## config.mk

```make
export PLATFORM = sky130hd
export DESIGN_NAME = acl4_matcher
export DESIGN_NICKNAME = d
export VERILOG_FILES = /design/src/rtl/acl4_pkg.sv /design/src/rtl/acl4_matcher.sv /design/src/rtl/acl4_addr_cmp.sv
export SDC_FILE = /design/constraint.sdc
export NUM_CORES = 1
export LEC_CHECK = 0
export BUFFER_PORTS_ARGS = -buffer_cell sky130_fd_sc_hd__clkbuf_2
export CAP_MARGIN = 25
export CORE_MARGIN = 2
export CORE_UTILIZATION = 60
export DETAILED_ROUTE_END_ITERATION = 7
export PLACE_DENSITY_LB_ADDON = 0.05
export SLEW_MARGIN = 20
export SYNTH_ARGS = -nofsm -noshare
export SYNTH_HDL_FRONTEND = slang
export SYNTH_HIERARCHICAL = 1
export SYNTH_SLANG_ARGS = --single-unit
export TNS_END_PERCENT = 10
```

## constraint.sdc

```tcl
create_clock -name core_clk -period 3.75 [get_ports core_clk]
set_input_delay 0.375 -clock core_clk [delete_from_list [all_inputs] [get_ports core_clk]]
set_output_delay 0.375 -clock core_clk [all_outputs]
set_load 0.03 [all_outputs]
```

## src/rtl/acl4_pkg.sv

```systemverilog
// constants, field layouts and carrier types of the ipv4 rule entry matcher
// assumes a single core clock; the parser delivers one header per valid cycle
// Behaviour
// - ipv4 criteria apply only to ipv4 entries
// - protocol any ignores protocol field
// - specific protocol must equal configured byte
// - icmp/udp/tcp select protocol, enable subcriteria (here only icmp has subcriteria: type and code)
// - ttl zero rejects ttl above zero
// - ttl non-zero needs ttl above zero
// - fragment no excludes mf or offset
// - fragment yes needs mf or offset
// - option no excludes frames with options
// - option yes needs options present
// - any setting ignores ttl/fragment/option
// - source any ignores source address
// - source host needs exact address
// - source network compares under mask
// - destination any ignores destination address
// - destination host needs exact address
// - destination network compares under mask
// - icmp type any ignores type byte
// - icmp type specific needs equal byte
// - icmp code any ignores code byte
// - icmp code specific needs equal byte
package acl4_pkg;

  // ****************************************
  // register map (axi4-lite byte addresses)
  // ****************************************
  localparam logic [7:0] ACL4_REG_CTRL = 8'h00;
  localparam logic [7:0] ACL4_REG_VALS = 8'h04;
  localparam logic [7:0] ACL4_REG_SRC_ADDR = 8'h08;
  localparam logic [7:0] ACL4_REG_SRC_MASK = 8'h0C;
  localparam logic [7:0] ACL4_REG_DST_ADDR = 8'h10;
  localparam logic [7:0] ACL4_REG_DST_MASK = 8'h14;
  localparam logic [7:0] ACL4_REG_STAT = 8'h18;
  localparam logic [7:0] ACL4_REG_HITS = 8'h1C;

  // ****************************************
  // ctrl field positions
  // ****************************************
  localparam int ACL4_F_IPV4 = 0;
  localparam int ACL4_F_PROTO = 1;
  localparam int ACL4_F_TTL = 4;
  localparam int ACL4_F_FRAG = 6;
  localparam int ACL4_F_OPT = 8;
  localparam int ACL4_F_SRC = 10;
  localparam int ACL4_F_DST = 12;
  localparam int ACL4_F_ITYPE = 14;
  localparam int ACL4_F_ICODE = 15;
  localparam logic [31:0] ACL4_CTRL_RST = 32'h0000_0000;
  localparam logic [31:0] ACL4_CTRL_MASK = 32'h0000_FFFF;
  // vals: proto [7:0], icmp type [15:8], icmp code [23:16]
  localparam int ACL4_V_PROTO = 0;
  localparam int ACL4_V_ITYPE = 8;
  localparam int ACL4_V_ICODE = 16;

  localparam logic [7:0] ACL4_PROTO_ICMP = 8'h01;
  localparam logic [7:0] ACL4_PROTO_TCP = 8'h06;
  localparam logic [7:0] ACL4_PROTO_UDP = 8'h11;
  localparam logic [1:0] ACL4_RESP_OKAY = 2'h0;
  localparam logic [1:0] ACL4_RESP_SLVERR = 2'h2;

  typedef enum logic [2:0] {
    ACL4_P_ANY = 3'h0, ACL4_P_SPEC = 3'h1, ACL4_P_ICMP = 3'h2,
    ACL4_P_UDP = 3'h3, ACL4_P_TCP = 3'h4
  } acl4_proto_mode_t;

  // three-way qualifier: 0 = any, 1 = no/zero, 2 = yes/non-zero
  typedef enum logic [1:0] {
    ACL4_Q_ANY = 2'h0, ACL4_Q_NO = 2'h1, ACL4_Q_YES = 2'h2
  } acl4_qual_t;

  typedef enum logic [1:0] {
    ACL4_A_ANY = 2'h0, ACL4_A_HOST = 2'h1, ACL4_A_NET = 2'h2
  } acl4_addr_mode_t;

  typedef struct packed {
    logic ipv4;
    logic [7:0] proto;
    logic [7:0] ttl;
    logic more_frag;
    logic [12:0] frag_off;
    logic has_opts;
    logic [31:0] src_addr;
    logic [31:0] dst_addr;
    logic [7:0] icmp_type;
    logic [7:0] icmp_code;
  } acl4_hdr_t;

  typedef struct packed {
    logic hit;
    logic proto_ok;
    logic qual_ok;
    logic addr_ok;
    logic icmp_ok;
  } acl4_result_t;

endpackage : acl4_pkg

```

## src/rtl/acl4_matcher.sv

```systemverilog
// ipv4 rule entry matcher with axi4-lite configuration port
// assumes parsed headers arrive on the core clock from the ingress parser
`timescale 1ns/1ps
module acl4_matcher
  import acl4_pkg::*;
(
  input wire logic core_clk,
  input wire logic srst,
  input wire logic hdr_valid,
  input wire acl4_hdr_t hdr,
  output logic res_valid,
  output acl4_result_t res,
  input wire logic [7:0] s_axi_awaddr,
  input wire logic [2:0] s_axi_awprot,
  input wire logic s_axi_awvalid,
  output logic s_axi_awready,
  input wire logic [31:0] s_axi_wdata,
  input wire logic [3:0] s_axi_wstrb,
  input wire logic s_axi_wvalid,
  output logic s_axi_wready,
  output logic [1:0] s_axi_bresp,
  output logic s_axi_bvalid,
  input wire logic s_axi_bready,
  input wire logic [7:0] s_axi_araddr,
  input wire logic [2:0] s_axi_arprot,
  input wire logic s_axi_arvalid,
  output logic s_axi_arready,
  output logic [31:0] s_axi_rdata,
  output logic [1:0] s_axi_rresp,
  output logic s_axi_rvalid,
  input wire logic s_axi_rready
);

  // ****************************************
  // axi4-lite write path
  // ****************************************
  logic aw_held;
  logic w_held;
  logic [7:0] aw_addr;
  logic [31:0] w_data;
  logic [3:0] w_strb;
  logic [31:0] ctrl;
  logic [31:0] vals;
  logic [31:0] src_addr_match;
  logic [31:0] src_netmask;
  logic [31:0] dst_addr_match;
  logic [31:0] dst_netmask;
  logic [31:0] hit_count;

  assign s_axi_awready = !aw_held && !s_axi_bvalid;
  assign s_axi_wready = !w_held && !s_axi_bvalid;
  wire aw_fire = s_axi_awvalid && s_axi_awready;
  wire w_fire = s_axi_wvalid && s_axi_wready;
  wire wr_go = aw_held && w_held;
  wire wr_hit_ctrl = (aw_addr == ACL4_REG_CTRL);
  wire wr_known = wr_hit_ctrl || (aw_addr == ACL4_REG_VALS) ||
                  (aw_addr == ACL4_REG_SRC_ADDR) || (aw_addr == ACL4_REG_SRC_MASK) ||
                  (aw_addr == ACL4_REG_DST_ADDR) || (aw_addr == ACL4_REG_DST_MASK) ||
                  (aw_addr == ACL4_REG_HITS);
  wire [31:0] wmask = {{8{w_strb[3]}}, {8{w_strb[2]}}, {8{w_strb[1]}}, {8{w_strb[0]}}};

  function automatic logic [31:0] merge(input logic [31:0] old, input logic [31:0] nw,
                                        input logic [31:0] m);
    merge = (old & ~m) | (nw & m);
  endfunction : merge

  always_ff @(posedge core_clk) begin
    if (srst) begin
      aw_held <= 1'b0;
      w_held <= 1'b0;
      aw_addr <= 8'h00;
      w_data <= 32'h0000_0000;
      w_strb <= 4'h0;
      s_axi_bvalid <= 1'b0;
      s_axi_bresp <= ACL4_RESP_OKAY;
    end else begin
      if (aw_fire) begin
        aw_held <= 1'b1;
        aw_addr <= s_axi_awaddr;
      end
      if (w_fire) begin
        w_held <= 1'b1;
        w_data <= s_axi_wdata;
        w_strb <= s_axi_wstrb;
      end
      if (wr_go) begin
        aw_held <= 1'b0;
        w_held <= 1'b0;
        s_axi_bvalid <= 1'b1;
        s_axi_bresp <= wr_known ? ACL4_RESP_OKAY : ACL4_RESP_SLVERR;
      end else if (s_axi_bvalid && s_axi_bready) begin
        s_axi_bvalid <= 1'b0;
      end
    end
  end

  // ****************************************
  // configuration registers
  // ****************************************
  always_ff @(posedge core_clk) begin
    if (srst) begin
      ctrl <= ACL4_CTRL_RST;
      vals <= 32'h0000_0000;
      src_addr_match <= 32'h0000_0000;
      src_netmask <= 32'h0000_0000;
      dst_addr_match <= 32'h0000_0000;
      dst_netmask <= 32'h0000_0000;
    end else if (wr_go) begin
      if (wr_hit_ctrl) begin
        ctrl <= merge(ctrl, w_data, wmask) & ACL4_CTRL_MASK;
      end
      if (aw_addr == ACL4_REG_VALS) begin
        vals <= merge(vals, w_data, wmask) & 32'h00FF_FFFF;
      end
      if (aw_addr == ACL4_REG_SRC_ADDR) begin
        src_addr_match <= merge(src_addr_match, w_data, wmask);
      end
      if (aw_addr == ACL4_REG_SRC_MASK) begin
        src_netmask <= merge(src_netmask, w_data, wmask);
      end
      if (aw_addr == ACL4_REG_DST_ADDR) begin
        dst_addr_match <= merge(dst_addr_match, w_data, wmask);
      end
      if (aw_addr == ACL4_REG_DST_MASK) begin
        dst_netmask <= merge(dst_netmask, w_data, wmask);
      end
    end
  end

  // ****************************************
  // field decode
  // ****************************************
  wire entry_ipv4 = ctrl[ACL4_F_IPV4];
  wire acl4_proto_mode_t pmode = acl4_proto_mode_t'(ctrl[ACL4_F_PROTO +: 3]);
  wire acl4_qual_t ttl_q = acl4_qual_t'(ctrl[ACL4_F_TTL +: 2]);
  wire acl4_qual_t frag_q = acl4_qual_t'(ctrl[ACL4_F_FRAG +: 2]);
  wire acl4_qual_t opt_q = acl4_qual_t'(ctrl[ACL4_F_OPT +: 2]);
  wire acl4_addr_mode_t src_mode = acl4_addr_mode_t'(ctrl[ACL4_F_SRC +: 2]);
  wire acl4_addr_mode_t dst_mode = acl4_addr_mode_t'(ctrl[ACL4_F_DST +: 2]);
  wire itype_spec = ctrl[ACL4_F_ITYPE];
  wire icode_spec = ctrl[ACL4_F_ICODE];
  wire [7:0] cfg_proto = vals[ACL4_V_PROTO +: 8];
  wire [7:0] cfg_itype = vals[ACL4_V_ITYPE +: 8];
  wire [7:0] cfg_icode = vals[ACL4_V_ICODE +: 8];

  // ****************************************
  // criteria
  // ****************************************
  wire proto_ok = (pmode == ACL4_P_ANY) ? 1'b1 :
                  (pmode == ACL4_P_SPEC) ? (hdr.proto == cfg_proto) :
                  (pmode == ACL4_P_ICMP) ? (hdr.proto == ACL4_PROTO_ICMP) :
                  (pmode == ACL4_P_UDP) ? (hdr.proto == ACL4_PROTO_UDP) :
                  (pmode == ACL4_P_TCP) ? (hdr.proto == ACL4_PROTO_TCP) : 1'b0;

  wire ttl_pos = (hdr.ttl != 8'h00);
  wire is_frag = hdr.more_frag || (hdr.frag_off != 13'h0000);

  // a qualifier is yes/no against one header property, or any
  function automatic logic qual_pass(input acl4_qual_t q, input logic prop);
    qual_pass = (q == ACL4_Q_ANY) ? 1'b1 :
                (q == ACL4_Q_NO) ? !prop :
                (q == ACL4_Q_YES) ? prop : 1'b0;
  endfunction : qual_pass

  wire ttl_ok = qual_pass(ttl_q, ttl_pos);
  wire frag_ok = qual_pass(frag_q, is_frag);
  wire opt_ok = qual_pass(opt_q, hdr.has_opts);
  wire qual_ok = ttl_ok && frag_ok && opt_ok;

  logic src_ok;
  logic dst_ok;
  acl4_addr_cmp u_src_cmp (
    .mode(src_mode),
    .cfg_addr(src_addr_match),
    .cfg_mask(src_netmask),
    .frame_addr(hdr.src_addr),
    .ok(src_ok)
  );
  acl4_addr_cmp u_dst_cmp (
    .mode(dst_mode),
    .cfg_addr(dst_addr_match),
    .cfg_mask(dst_netmask),
    .frame_addr(hdr.dst_addr),
    .ok(dst_ok)
  );
  wire addr_ok = src_ok && dst_ok;

  // icmp sub-criteria only count when the entry selects icmp
  wire icmp_sel = (pmode == ACL4_P_ICMP);
  wire itype_ok = !itype_spec || (hdr.icmp_type == cfg_itype);
  wire icode_ok = !icode_spec || (hdr.icmp_code == cfg_icode);
  wire icmp_ok = !icmp_sel || (itype_ok && icode_ok);

  // non-ipv4 frames and non-ipv4 entries never reach a hit here
  wire all_ok = entry_ipv4 && hdr.ipv4 &&
                proto_ok && qual_ok && addr_ok && icmp_ok;

  // ****************************************
  // registered result, one cycle after hdr_valid
  // ****************************************
  always_ff @(posedge core_clk) begin
    if (srst) begin
      res_valid <= 1'b0;
      res <= '0;
    end else begin
      res_valid <= hdr_valid;
      if (hdr_valid) begin
        res <= '{hit: all_ok, proto_ok: proto_ok, qual_ok: qual_ok,
                 addr_ok: addr_ok, icmp_ok: icmp_ok};
      end
    end
  end

  // hit counter: a clear loads 1 if a hit lands in the write cycle, so that hit is kept
  wire hit_now = res_valid && res.hit;
  wire hits_clr = wr_go && (aw_addr == ACL4_REG_HITS);
  always_ff @(posedge core_clk) begin
    if (srst) begin
      hit_count <= 32'h0000_0000;
    end else if (hits_clr) begin
      hit_count <= hit_now ? 32'h0000_0001 : 32'h0000_0000;
    end else if (hit_now) begin
      hit_count <= hit_count + 32'h0000_0001;
    end
  end

  // ****************************************
  // axi4-lite read path
  // ****************************************
  assign s_axi_arready = !s_axi_rvalid;
  wire ar_fire = s_axi_arvalid && s_axi_arready;
  wire [31:0] stat_word = {27'h0000000, res.icmp_ok, res.addr_ok, res.qual_ok,
                           res.proto_ok, res.hit};
  wire rd_known = (s_axi_araddr == ACL4_REG_CTRL) || (s_axi_araddr == ACL4_REG_VALS) ||
                  (s_axi_araddr == ACL4_REG_SRC_ADDR) || (s_axi_araddr == ACL4_REG_SRC_MASK) ||
                  (s_axi_araddr == ACL4_REG_DST_ADDR) || (s_axi_araddr == ACL4_REG_DST_MASK) ||
                  (s_axi_araddr == ACL4_REG_STAT) || (s_axi_araddr == ACL4_REG_HITS);
  wire [31:0] rd_word =
    (s_axi_araddr == ACL4_REG_CTRL) ? ctrl :
    (s_axi_araddr == ACL4_REG_VALS) ? vals :
    (s_axi_araddr == ACL4_REG_SRC_ADDR) ? src_addr_match :
    (s_axi_araddr == ACL4_REG_SRC_MASK) ? src_netmask :
    (s_axi_araddr == ACL4_REG_DST_ADDR) ? dst_addr_match :
    (s_axi_araddr == ACL4_REG_DST_MASK) ? dst_netmask :
    (s_axi_araddr == ACL4_REG_STAT) ? stat_word :
    (s_axi_araddr == ACL4_REG_HITS) ? hit_count : 32'h0000_0000;

  always_ff @(posedge core_clk) begin
    if (srst) begin
      s_axi_rvalid <= 1'b0;
      s_axi_rdata <= 32'h0000_0000;
      s_axi_rresp <= ACL4_RESP_OKAY;
    end else if (ar_fire) begin
      s_axi_rvalid <= 1'b1;
      s_axi_rdata <= rd_word;
      s_axi_rresp <= rd_known ? ACL4_RESP_OKAY : ACL4_RESP_SLVERR;
    end else if (s_axi_rready) begin
      s_axi_rvalid <= 1'b0;
    end
  end
endmodule : acl4_matcher

```

## src/rtl/acl4_addr_cmp.sv

```systemverilog
// one address filter: any, host or masked network
// assumes configuration is stable while frames are judged
`timescale 1ns/1ps
module acl4_addr_cmp
  import acl4_pkg::*;
(
  input wire acl4_addr_mode_t mode,
  input wire logic [31:0] cfg_addr,
  input wire logic [31:0] cfg_mask,
  input wire logic [31:0] frame_addr,
  output logic ok
);
  wire host_eq = (frame_addr == cfg_addr);
  wire net_eq = ((frame_addr & cfg_mask) == (cfg_addr & cfg_mask));

  // unknown mode codes never match, so a bad write cannot open the filter
  assign ok = (mode == ACL4_A_ANY) ? 1'b1 :
              (mode == ACL4_A_HOST) ? host_eq :
              (mode == ACL4_A_NET) ? net_eq : 1'b0;
endmodule : acl4_addr_cmp

```

Word-level counts from Yosys, hierarchy flattened
Index checks and enable logic that the tools add are counted.
- add/subtract/negate cells: 1
- equality and inequality tests: 37
- multiplexer cells: 37
- bitwise operators: 18
- reduce and logical (&&, ||, !) cells: 65
- operator list (kind ; count):
    $mux 32 ; 10
    $and 32x32->32 ; 9
    $eq 32x32->1 ; 4
    $or 32x32->32 ; 4
    $eq 8x5->1 const B ; 8
    $add 32x1->32 const B ; 1
    $eq 8x4->1 const B ; 4
    $not 32->32 ; 1
    $mux 1 ; 25
    $and 24x24->24 ; 1
    $eq 8x3->1 const B ; 3
    $eq 8x8->1 ; 3
    $or 24x24->24 ; 1
    $logic_and 1x1->1 ; 18
    $logic_or 1x1->1 ; 17
    $and 16x16->16 ; 1
    $logic_not 8->1 ; 2
    $or 16x16->16 ; 1
    $reduce_bool 13->1 ; 1
    $reduce_and 2->1 ; 6
    $eq 2x1->1 const B ; 5
    $eq 2x2->1 const B ; 5
    $logic_not 1->1 ; 10
    $logic_not 2->1 ; 5
    other kinds (9) ; 13
- bits in registers: 290
- input port bits: 178
- word-level logic and storage cells: 181

Longest topological paths before layout
Gate-level depths: netlist (run 1).
- depth after elaboration: 10
- depth in mapped cells: 9

Cells and area by module
The synthesis (run 1) kept the hierarchy.
- by module, submodules not included (module ; times used ; cells an instance ; area each (µm²) ; seq. area each (µm²)):
    acl4_matcher ; 1 ; 1643 ; 13098.8 ; 5765.5
    acl4_addr_cmp ; 2 ; 66 ; 529.3 ; 0.0

Worst setup path before layout (run 1)
OpenSTA, ideal clock, no wires.
- kind: input-to-reg
- from: input hdr[60] in the netlist's numbering
- to: register res[4] in the netlist's numbering
- library setup time: 0.060 ns
- arrival time: 2.066 ns
- data required time: 3.690 ns
- path slack: 1.625 ns
- cell stages on the path: 9
- path buffers: 0
- cell sequence: xor2_1 a22o_1 a221oi_2 nand3_1 or4_1 a22oi_1 nand4_1 nor2_1 a41o_1
- word-level cells in the longest chain between the ends: 8
- RTL lines (what ; RTL line ; source):
    from (decl) ; acl4_matcher.sv:10 ; input wire acl4_hdr_t hdr,
    $and 32x32->32 ; acl4_addr_cmp.sv:14 ; wire net_eq = ((frame_addr & cfg_mask) == (cfg_addr & cfg_mask));
    $eq 32x32->1 ; acl4_addr_cmp.sv:14 ;
    $mux 1 ; acl4_addr_cmp.sv:19 ; (mode == ACL4_A_NET) ? net_eq : 1'b0;
    $mux 1 * ; acl4_addr_cmp.sv:18 ; (mode == ACL4_A_HOST) ? host_eq :
    $mux 1 * ; acl4_addr_cmp.sv:17 ; assign ok = (mode == ACL4_A_ANY) ? 1'b1 :
    via src_ok ; acl4_matcher.sv:170 ; logic src_ok;
    $logic_and 1x1->1 * ; acl4_matcher.sv:186 ; wire addr_ok = src_ok && dst_ok;
    $logic_and 1x1->1 * (2 in a row) ; acl4_matcher.sv:196 ; proto_ok && qual_ok && addr_ok && icmp_ok;
    to (signal assigned) ; acl4_matcher.sv:208 ; res <= '{hit: all_ok, proto_ok: proto_ok, qual_ok: qual_ok,
    to (decl) ; acl4_matcher.sv:12 ; output acl4_result_t res,
Mark *: on every way through the listed nets, which the timed path passes. The rest lies on a longest branch.
A chain may end at the register's enable or synchronous reset.

==> key figures, run 1 <==
Status
  • Status: completed

Logic synthesis
  • Main combinational cell family by area after synthesis: simple AND/OR/NAND/NOR gates
  • Xor/xnor share of the synthesized area: 0.06805
  • Number of flops mapped to enable cells by yosys: 0
  • Synth Instances: 1775
  • Area share of fa/ha/maj cells after synthesis: 0.0008838
  • Library cells used by synthesis: 76
  • Syn. warnings: 6
  • Synth area leader: dfxtp_1
  • Post-synthesis async set-or-reset flop share: 0
  • Synthesized flop and latch total: 288
  • Post-Synth Simple-Gate Area: 0.2430
  • Multiplexer share of the synthesized area: 0.04905
  • Dominant synthesized flop cell: dfxtp_1
  • Compound-Gate Fraction of Synth Area: 0.1946
  • Post-synth top area share: 0.4072
  • Area contributors post-synth: dfxtp_1 41%, nand2_1 10%, a21oi_1 8.3%
  • Synthesized area: 14160 um^2
  • Seq/Total Area, Yosys: 0.4072
  • Syn_area_per_cell: 7.976 um^2

Drt
  • DR iter-0 viols: 2215
  • 1st-pass router iterations: 6
  • WL/cell: 22.67 um
  • Vias: 14510
  • Routed wire length: 51650 um
  • Vias per cell: 6.370
  • DRC viols: 0
  • Post-route ant nets: 0

Die
  • I/O Pins: 225
  • DIE AREA: 24840 um^2
  • Initial core utilization: 0.6068
  • # rows: 56
  • Chip width: 157.6 um
  • Die height: 157.6 um
  • Core Area: 23330 um^2

STA
  • Final setup vio count: 0
  • Post-route clock skew: 0.01815 ns
  • Relative slew slack: 0.3170
  • RSZ-0062 raised after global routing: false
  • Slew Viols, Final: 0
  • Final period util: 0.7247
  • Fin. Hold Viols: 0
  • TNS Setup: 0 ns
  • Tightest Pin Transition: 1.023 ns
  • Max frequency: 368.0 MHz
  • Crit path time final: 2.718 ns

Setup path
  • Worst Setup Path Type: reg -> reg
  • Slowest-stage cell, CP: or4_1
  • R2r worst-path depth: 9
  • Cell Chain, Critical Path: xor2_1, a22o_1, a221oi_1, nand3_1, or4_1, a22oi_1, nand4_1, nor2_1, a41o_1
  • Critical Path Sink: res[4]
  • Critical path depth: 9
  • CP delay by family, top: compound AO/OA/AOI/OAI gates
  • Buffers & Inverters on Critical Path: 0
  • Arrival time of the worst setup path: 3.22 ns
  • Max stage delay on crit path: 0.51 ns
  • Maximum fanout along the worst path: 4
  • WP data required: 4.25 ns
  • FF-to-FF setup slack: 1.03 ns
  • Reg2reg end: res[4]
  • Critical Path Sink Type: register
  • Nature of the critical path startpoint: register

Clocking
  • Clock Latency Late Sink: 0.57 ns
  • Clk buf depth: 3
  • Clk pin slew, worst setup/hold paths: 0.06 ns
  • Htree depth: 1
  • Clock sinks: 288
  • CTS tree: done
  • Clk root buf: clkbuf_16
  • CTS resizes: 0
  • Setup bufs post-CTS: 0
  • CTS Buf Count: 30
  • CTS Hold Bufs: 0

GRT
  • Vias in the first global route: 13000
  • GRT Util Overall: 0.4059
  • Total gr overflow: 0
  • Initial antenna violation count: 0
  • Largest net degree at the start of global routing: 126
  • First-pass GRT wire length: 76400 um

Placement
  • Buffers on Ports: 216
  • GP Congestion: 0.9877
  • DP Area: 15420 um^2
  • HPWL after DPL: 38320 um

Pwr
  • Worst VDD drop: 477.3 uV
  • LEAKAGE: 6.479 nW
  • PD cells: 434.2 nW/um^2

Cells and area
  • Commonest non-fill, non-tap cells in the layout: 380 x nand2_1, 288 x dfxtp_1, 236 x a21oi_1
  • Nets: 2115
  • Synth-to-Final Area Change: 17.09%
  • # diodes: 0
  • Ratio of cells with drive above 1 in the final layout: 0.1736
  • Cell area after layout: 16580 um^2
  • Most common cell after layout, fill and taps aside: nand2_1

Min path
  • Worst Hold Class: in -> reg

Job
  • Max_cap viols: 0
stage by stage:
stage,setup WS [ns],hold WS [ns],util,power [W],instances
3_5_place_dp,1.006,0.4522,0.6611,0.003827,2222
4_1_cts,1.090,0.01211,0.7098,0.007167,2277
2_1_floorplan,1.625,0.4398,-,0.003556,1776
5_1_grt,0.9109,0.01679,0.7105,0.007339,2278
3_3_place_gp,1.012,0.4430,0.6611,0.003817,2222
6_report,1.032,0.02661,0.7105,0.007198,2278
synthesized netlist by cell type (14+ instances only):
cell      instances
nor4_1           43
mux2i_1          48
nand3_1         100
xnor2_1          16
clkbuf_1         92
o21ai_0          52
and3_1           19
xor2_1           94
buf_2            15
dfxtp_1         288
a22oi_1          39
inv_1            15
nand2_1         381
a22o_1           14
nor2_1          106
nor3_1           15
a21oi_1         236
worst reg2reg max path, cell delays in order (launching register included):
cell	delay, ns
dfxtp_1	0.44
xor2_1	0.13
a22o_1	0.24
a221oi_1	0.28
nand3_1	0.12
or4_1	0.51
a22oi_1	0.50
nand4_1	0.15
nor2_1	0.12
a41o_1	0.17
report_power, final:
part / internal (W) / total (W) / switching [W]
registers: 0.00310 / 0.00322 / 0.000120
logic: 0.000188 / 0.000561 / 0.000372
clock network: 0.00211 / 0.00341 / 0.00130
cells by family after synthesis:
family	Yosys count
AND/OR/NAND/NOR	741
AO/OA/AOI/OAI	442
flip-flops	288
buffers and inverters	130
XOR/XNOR	110
multiplexers	62
adder cells (fa/ha/maj)	1
other	1
metal layers:
| layer | track usage | wire length [um] | vias to the layer above | share of wire |
|---|---|---|---|---|
| met5 | 0 | 0 | - | 0 |
| met4 | 0.1424 | 2168 | 0 | 0.042 |
| met3 | 0.08240 | 5847 | 138 | 0.11 |
| met2 | 0.6166 | 22410 | 889 | 0.43 |
| met1 | 0.5741 | 21220 | 6861 | 0.41 |
| li1 | - | - | 6622 | - |
worst min-delay path by stage:
| stage | cells after the start | endpoint | slack, ns | from |
|---|---|---|---|---|
| 4_1_cts | 2 | s_axi_rvalid | 0.01 | s_axi_rready |
| 6_report | 2 | s_axi_rvalid | 0.03 | s_axi_rready |
| 3_3_place_gp | 2 | s_axi_rdata[26] | 0.44 | s_axi_rdata[26] |
| 3_5_place_dp | 2 | s_axi_rdata[26] | 0.45 | s_axi_rdata[26] |
| 5_1_grt | 2 | s_axi_rvalid | 0.02 | s_axi_rready |
| 2_1_floorplan | 2 | register | 0.44 | register |
final cells by class:
| class | count | area (um^2) |
|---|---|---|
| Multi-Input combinational cell | 1358 | 7909 |
| Tap cell | 319 | 399.1 |
| Clock inverter | 21 | 320.3 |
| Timing Repair Buffer | 243 | 1310 |
| Clock buffer | 34 | 817.0 |
| Fill cell | 1929 | 6755 |
| Sequential cell | 288 | 5766 |
| Inverter | 15 | 56.30 |
Power figures use the tool's default switching activity.
==> run 2: changes to the inputs <==
--- a/config.mk
+++ b/config.mk
@@ -5,10 +5,11 @@
 export SDC_FILE = /design/constraint.sdc
 export NUM_CORES = 1
 export LEC_CHECK = 0
+export ABC_AREA = 1
 export BUFFER_PORTS_ARGS = -buffer_cell sky130_fd_sc_hd__clkbuf_2
 export CAP_MARGIN = 25
 export CORE_MARGIN = 2
-export CORE_UTILIZATION = 60
+export CORE_UTILIZATION = 52
 export DETAILED_ROUTE_END_ITERATION = 7
 export PLACE_DENSITY_LB_ADDON = 0.05
 export SLEW_MARGIN = 20
==> constraint.sdc (replaced) <==
create_clock -name core_clk -period 2.4 [get_ports core_clk]
set_input_delay 0.24 -clock core_clk [delete_from_list [all_inputs] [get_ports core_clk]]
set_output_delay 0.24 -clock core_clk [all_outputs]
set_load 0.03 [all_outputs]
==> run 2 against run 1 <==
Effect of this change: the flow now finishes with violations (hold timing); first-iteration DRC count fell by 27%; die area up 23%; synthesized cell count rose by 34%; final cell count is 32% higher; clock-buffer cell count up 16; wire length shrank 4.0%; critical path type unchanged; largest cell class unchanged; largest power group unchanged.
==> key figures, run 2 <==
GRT
  • Largest net degree at the start of global routing: 88
  • First-pass GRT wire length: 77390 um
  • Total gr overflow: 0
  • Initial antenna violation count: 0
  • Vias in the first global route: 14603
  • GRT Util Overall: 0.3195

STA
  • RSZ-0062 raised after global routing: false
  • TNS Setup: 0 ns
  • Post-route clock skew: 0.02456 ns
  • Slew Viols, Final: 0
  • Max frequency: 491.5 MHz
  • Worst hold slack: -0.001587 ns
  • Fin. Hold Viols: 1
  • Crit path time final: 2.035 ns
  • Final setup vio count: 0
  • Tightest Pin Transition: 0.5931 ns
  • Relative slew slack: 0.6046
  • Final period util: 0.8478
  • Worst setup margin: 0.3652 ns

Setup path
  • Max stage delay on crit path: 0.34 ns
  • WP data required: 2.85 ns
  • Arrival time of the worst setup path: 2.49 ns
  • Slowest-stage cell, CP: dfxtp_1
  • Maximum fanout along the worst path: 3
  • CP delay by family, top: simple AND/OR/NAND/NOR gates
  • Cell Chain, Critical Path: or2_1, nand2_1, nand2_1, nor2_1, nand2_1, nor2_2, nand3_2, nand3_2, nand2_1, nor2_1, nand3_1, nor2_1, nand3_1, a21oi_1
  • Crit-path most repeated cell: nand2_1
  • R2r worst-path depth: 14
  • Worst Setup Path Type: reg -> reg
  • Critical Path Sink Type: register
  • FF-to-FF setup slack: 0.37 ns
  • Nature of the critical path startpoint: register
  • Buffers & Inverters on Critical Path: 0
  • Reg2reg end: res[4]

Logic synthesis
  • Synthesized flop and latch total: 288
  • Synth Instances: 2370
  • Main combinational cell family by area after synthesis: simple AND/OR/NAND/NOR gates
  • Count leader, synth: nand2_1
  • Library cells used by synthesis: 45
  • Multiplexer share of the synthesized area: 0
  • Synthesized area: 15140 um^2
  • Post-synth top area share: 0.3809
  • Syn. warnings: 6
  • Seq/Total Area, Yosys: 0.3809
  • Number of flops mapped to enable cells by yosys: 0
  • Dominant synthesized flop cell: dfxtp_1
  • Post-Synth Simple-Gate Area: 0.3151
  • Synth area leader: dfxtp_1
  • Area share of fa/ha/maj cells after synthesis: 0.0008267
  • Post-synthesis async set-or-reset flop share: 0
  • Area contributors post-synth: dfxtp_1 38%, nand2_1 14%, a21oi_1 8.8%
  • Commonest cells post-synth: 559 x nand2_1, 322 x inv_1, 288 x dfxtp_1
  • Syn_area_per_cell: 6.386 um^2
  • Compound-Gate Fraction of Synth Area: 0.1806
  • Xor/xnor share of the synthesized area: 0.008101

Placement
  • HPWL after DPL: 36140 um
  • GP Congestion: 0.9293
  • Buffers on Ports: 216
  • Setup WS pre-CTS: 0.3538 ns

Die
  • Initial core utilization: 0.5273
  • # rows: 62
  • Chip width: 174.6 um
  • DIE AREA: 30490 um^2
  • Core Area: 28700 um^2
  • Die height: 174.6 um
  • I/O Pins: 225

Cells and area
  • # diodes: 0
  • Most common cell after layout, fill and taps aside: nand2_1
  • Ratio of cells with drive above 1 in the final layout: 0.1471
  • # fillers: 2786
  • FF/Latch Area: 5766 um^2
  • Area occupied by multi-input gates: 7651 um^2
  • Commonest non-fill, non-tap cells in the layout: 558 x nand2_1, 321 x inv_1, 288 x dfxtp_1
  • Synth-to-Final Area Change: 18.90%
  • Nets: 2786

Clocking
  • Clk root buf: clkbuf_16
  • Setup bufs post-CTS: 0
  • Clock Latency Late Sink: 0.52 ns
  • Clk buf depth: 3
  • Htree depth: 2
  • Clock sinks: 288
  • Clk pin slew, worst setup/hold paths: 0.06 ns
  • CTS Buf Count: 34
  • CTS tree: done

Job
  • Max_cap viols: 0

Pwr
  • Worst VDD drop: 543.8 uV
  • Overall Power: 0.01122 W
  • LEAKAGE: 7.793 nW
  • PD cells: 623.5 nW/um^2

Status
  • Status: finished with violations
  • Failing checks: hold timing

Min path
  • Hold Startpoint: s_axi_wdata[16]
  • Min-Delay Endpoint: w_data[16]
  • Worst Hold Class: in -> reg
  • Hold Crit Depth: 3

Drt
  • DR iter-0 viols: 1620
  • DRC viols: 0
  • WL/cell: 16.45 um
  • Post-route ant nets: 0
  • 1st-pass router iterations: 6
  • Vias: 16102
  • Routed wire length: 49590 um
  • Vias per cell: 5.341
==> run 2: cell count changes after synthesis, sizes merged, moves of 40 or more <==
cell and delta:
nor2 +173, xor2 -94, clkbuf -52, nand3 +53, nor4 -40, mux2i -48, nand2 +187, o21ai +199
inv +314
==> run 2: cell families after synthesis <==
kind of cell	Yosys count
AOI/OAI and AO/OA	537
xor gates and xnor gates	14
adders and majority gates	1
buffers and inverters	424
DFF	288
other	1
and+or+nand+nor	1105
==> run 2: power by group <==
group,switching [W],internal [W]
Sequential,0.000150,0.00488
Clock,0.00206,0.00317
Combinational,0.000622,0.000341
Total,0.00283,0.00839
==> run 2: worst reg2reg max path: stages (launching register included) <==
cell	delay, ns
dfxtp_1	0.34
or2_1	0.25
nand2_1	0.06
nand2_1	0.05
nor2_1	0.08
nand2_1	0.13
nor2_2	0.19
nand3_2	0.08
nand3_2	0.10
nand2_1	0.13
nor2_1	0.12
nand3_1	0.08
nor2_1	0.12
nand3_1	0.11
a21oi_1	0.14
==> run 2: stage by stage <==
stage                     area [um^2]  instances    util
after floorplan                 15140       2371       -
after global placement          16620       2930  0.5790
after detailed placement        16620       2930  0.5790
after CTS                       18000       3015  0.6270
after global routing            18000       3015  0.6270
final                           18000       3015  0.6270
==> run 2: worst max path at each step <==
stage | end | slack, ns | depth (start not counted)
final | res[4] | 0.37 | 14
after global routing | res[4] | 0.23 | 15
after CTS | res[4] | 0.38 | 14
after detailed placement | s_axi_rdata[30] | 0.35 | 11
after global placement | s_axi_rdata[30] | 0.39 | 11
after floorplan | w_data[27] | 0.66 | 6
==> run 2: area by class of cell <==
cell class,instances,area share
repair buffers,290,0.09511
flip-flops and latches,288,0.3204
inverters,334,0.07001
clock buffers,50,0.05694
clock inverters,10,0.005701
well taps,384,0.02670
multi-input cells,1659,0.4252
==> run 2: what timing repair did <==
| action | 4_1_cts | 5_1_grt |
|---|---|---|
| endpoints found under the hold margin | 26 | 0 |
| gates resized for setup | 0 | 0 |
| hold buffers | 25 | 0 |
| endpoints found under the setup margin | 0 | 0 |
==> run 2: per-layer routing <==
metal,up-vias,wire [um],share of wire,GRT usage
met5,-,0,0,0
met4,0,1290,0.026,0.09965
met3,79,3810,0.077,0.03460
met2,658,22130,0.45,0.5141
met1,7294,22360,0.45,0.4521
li1,8071,-,-,-
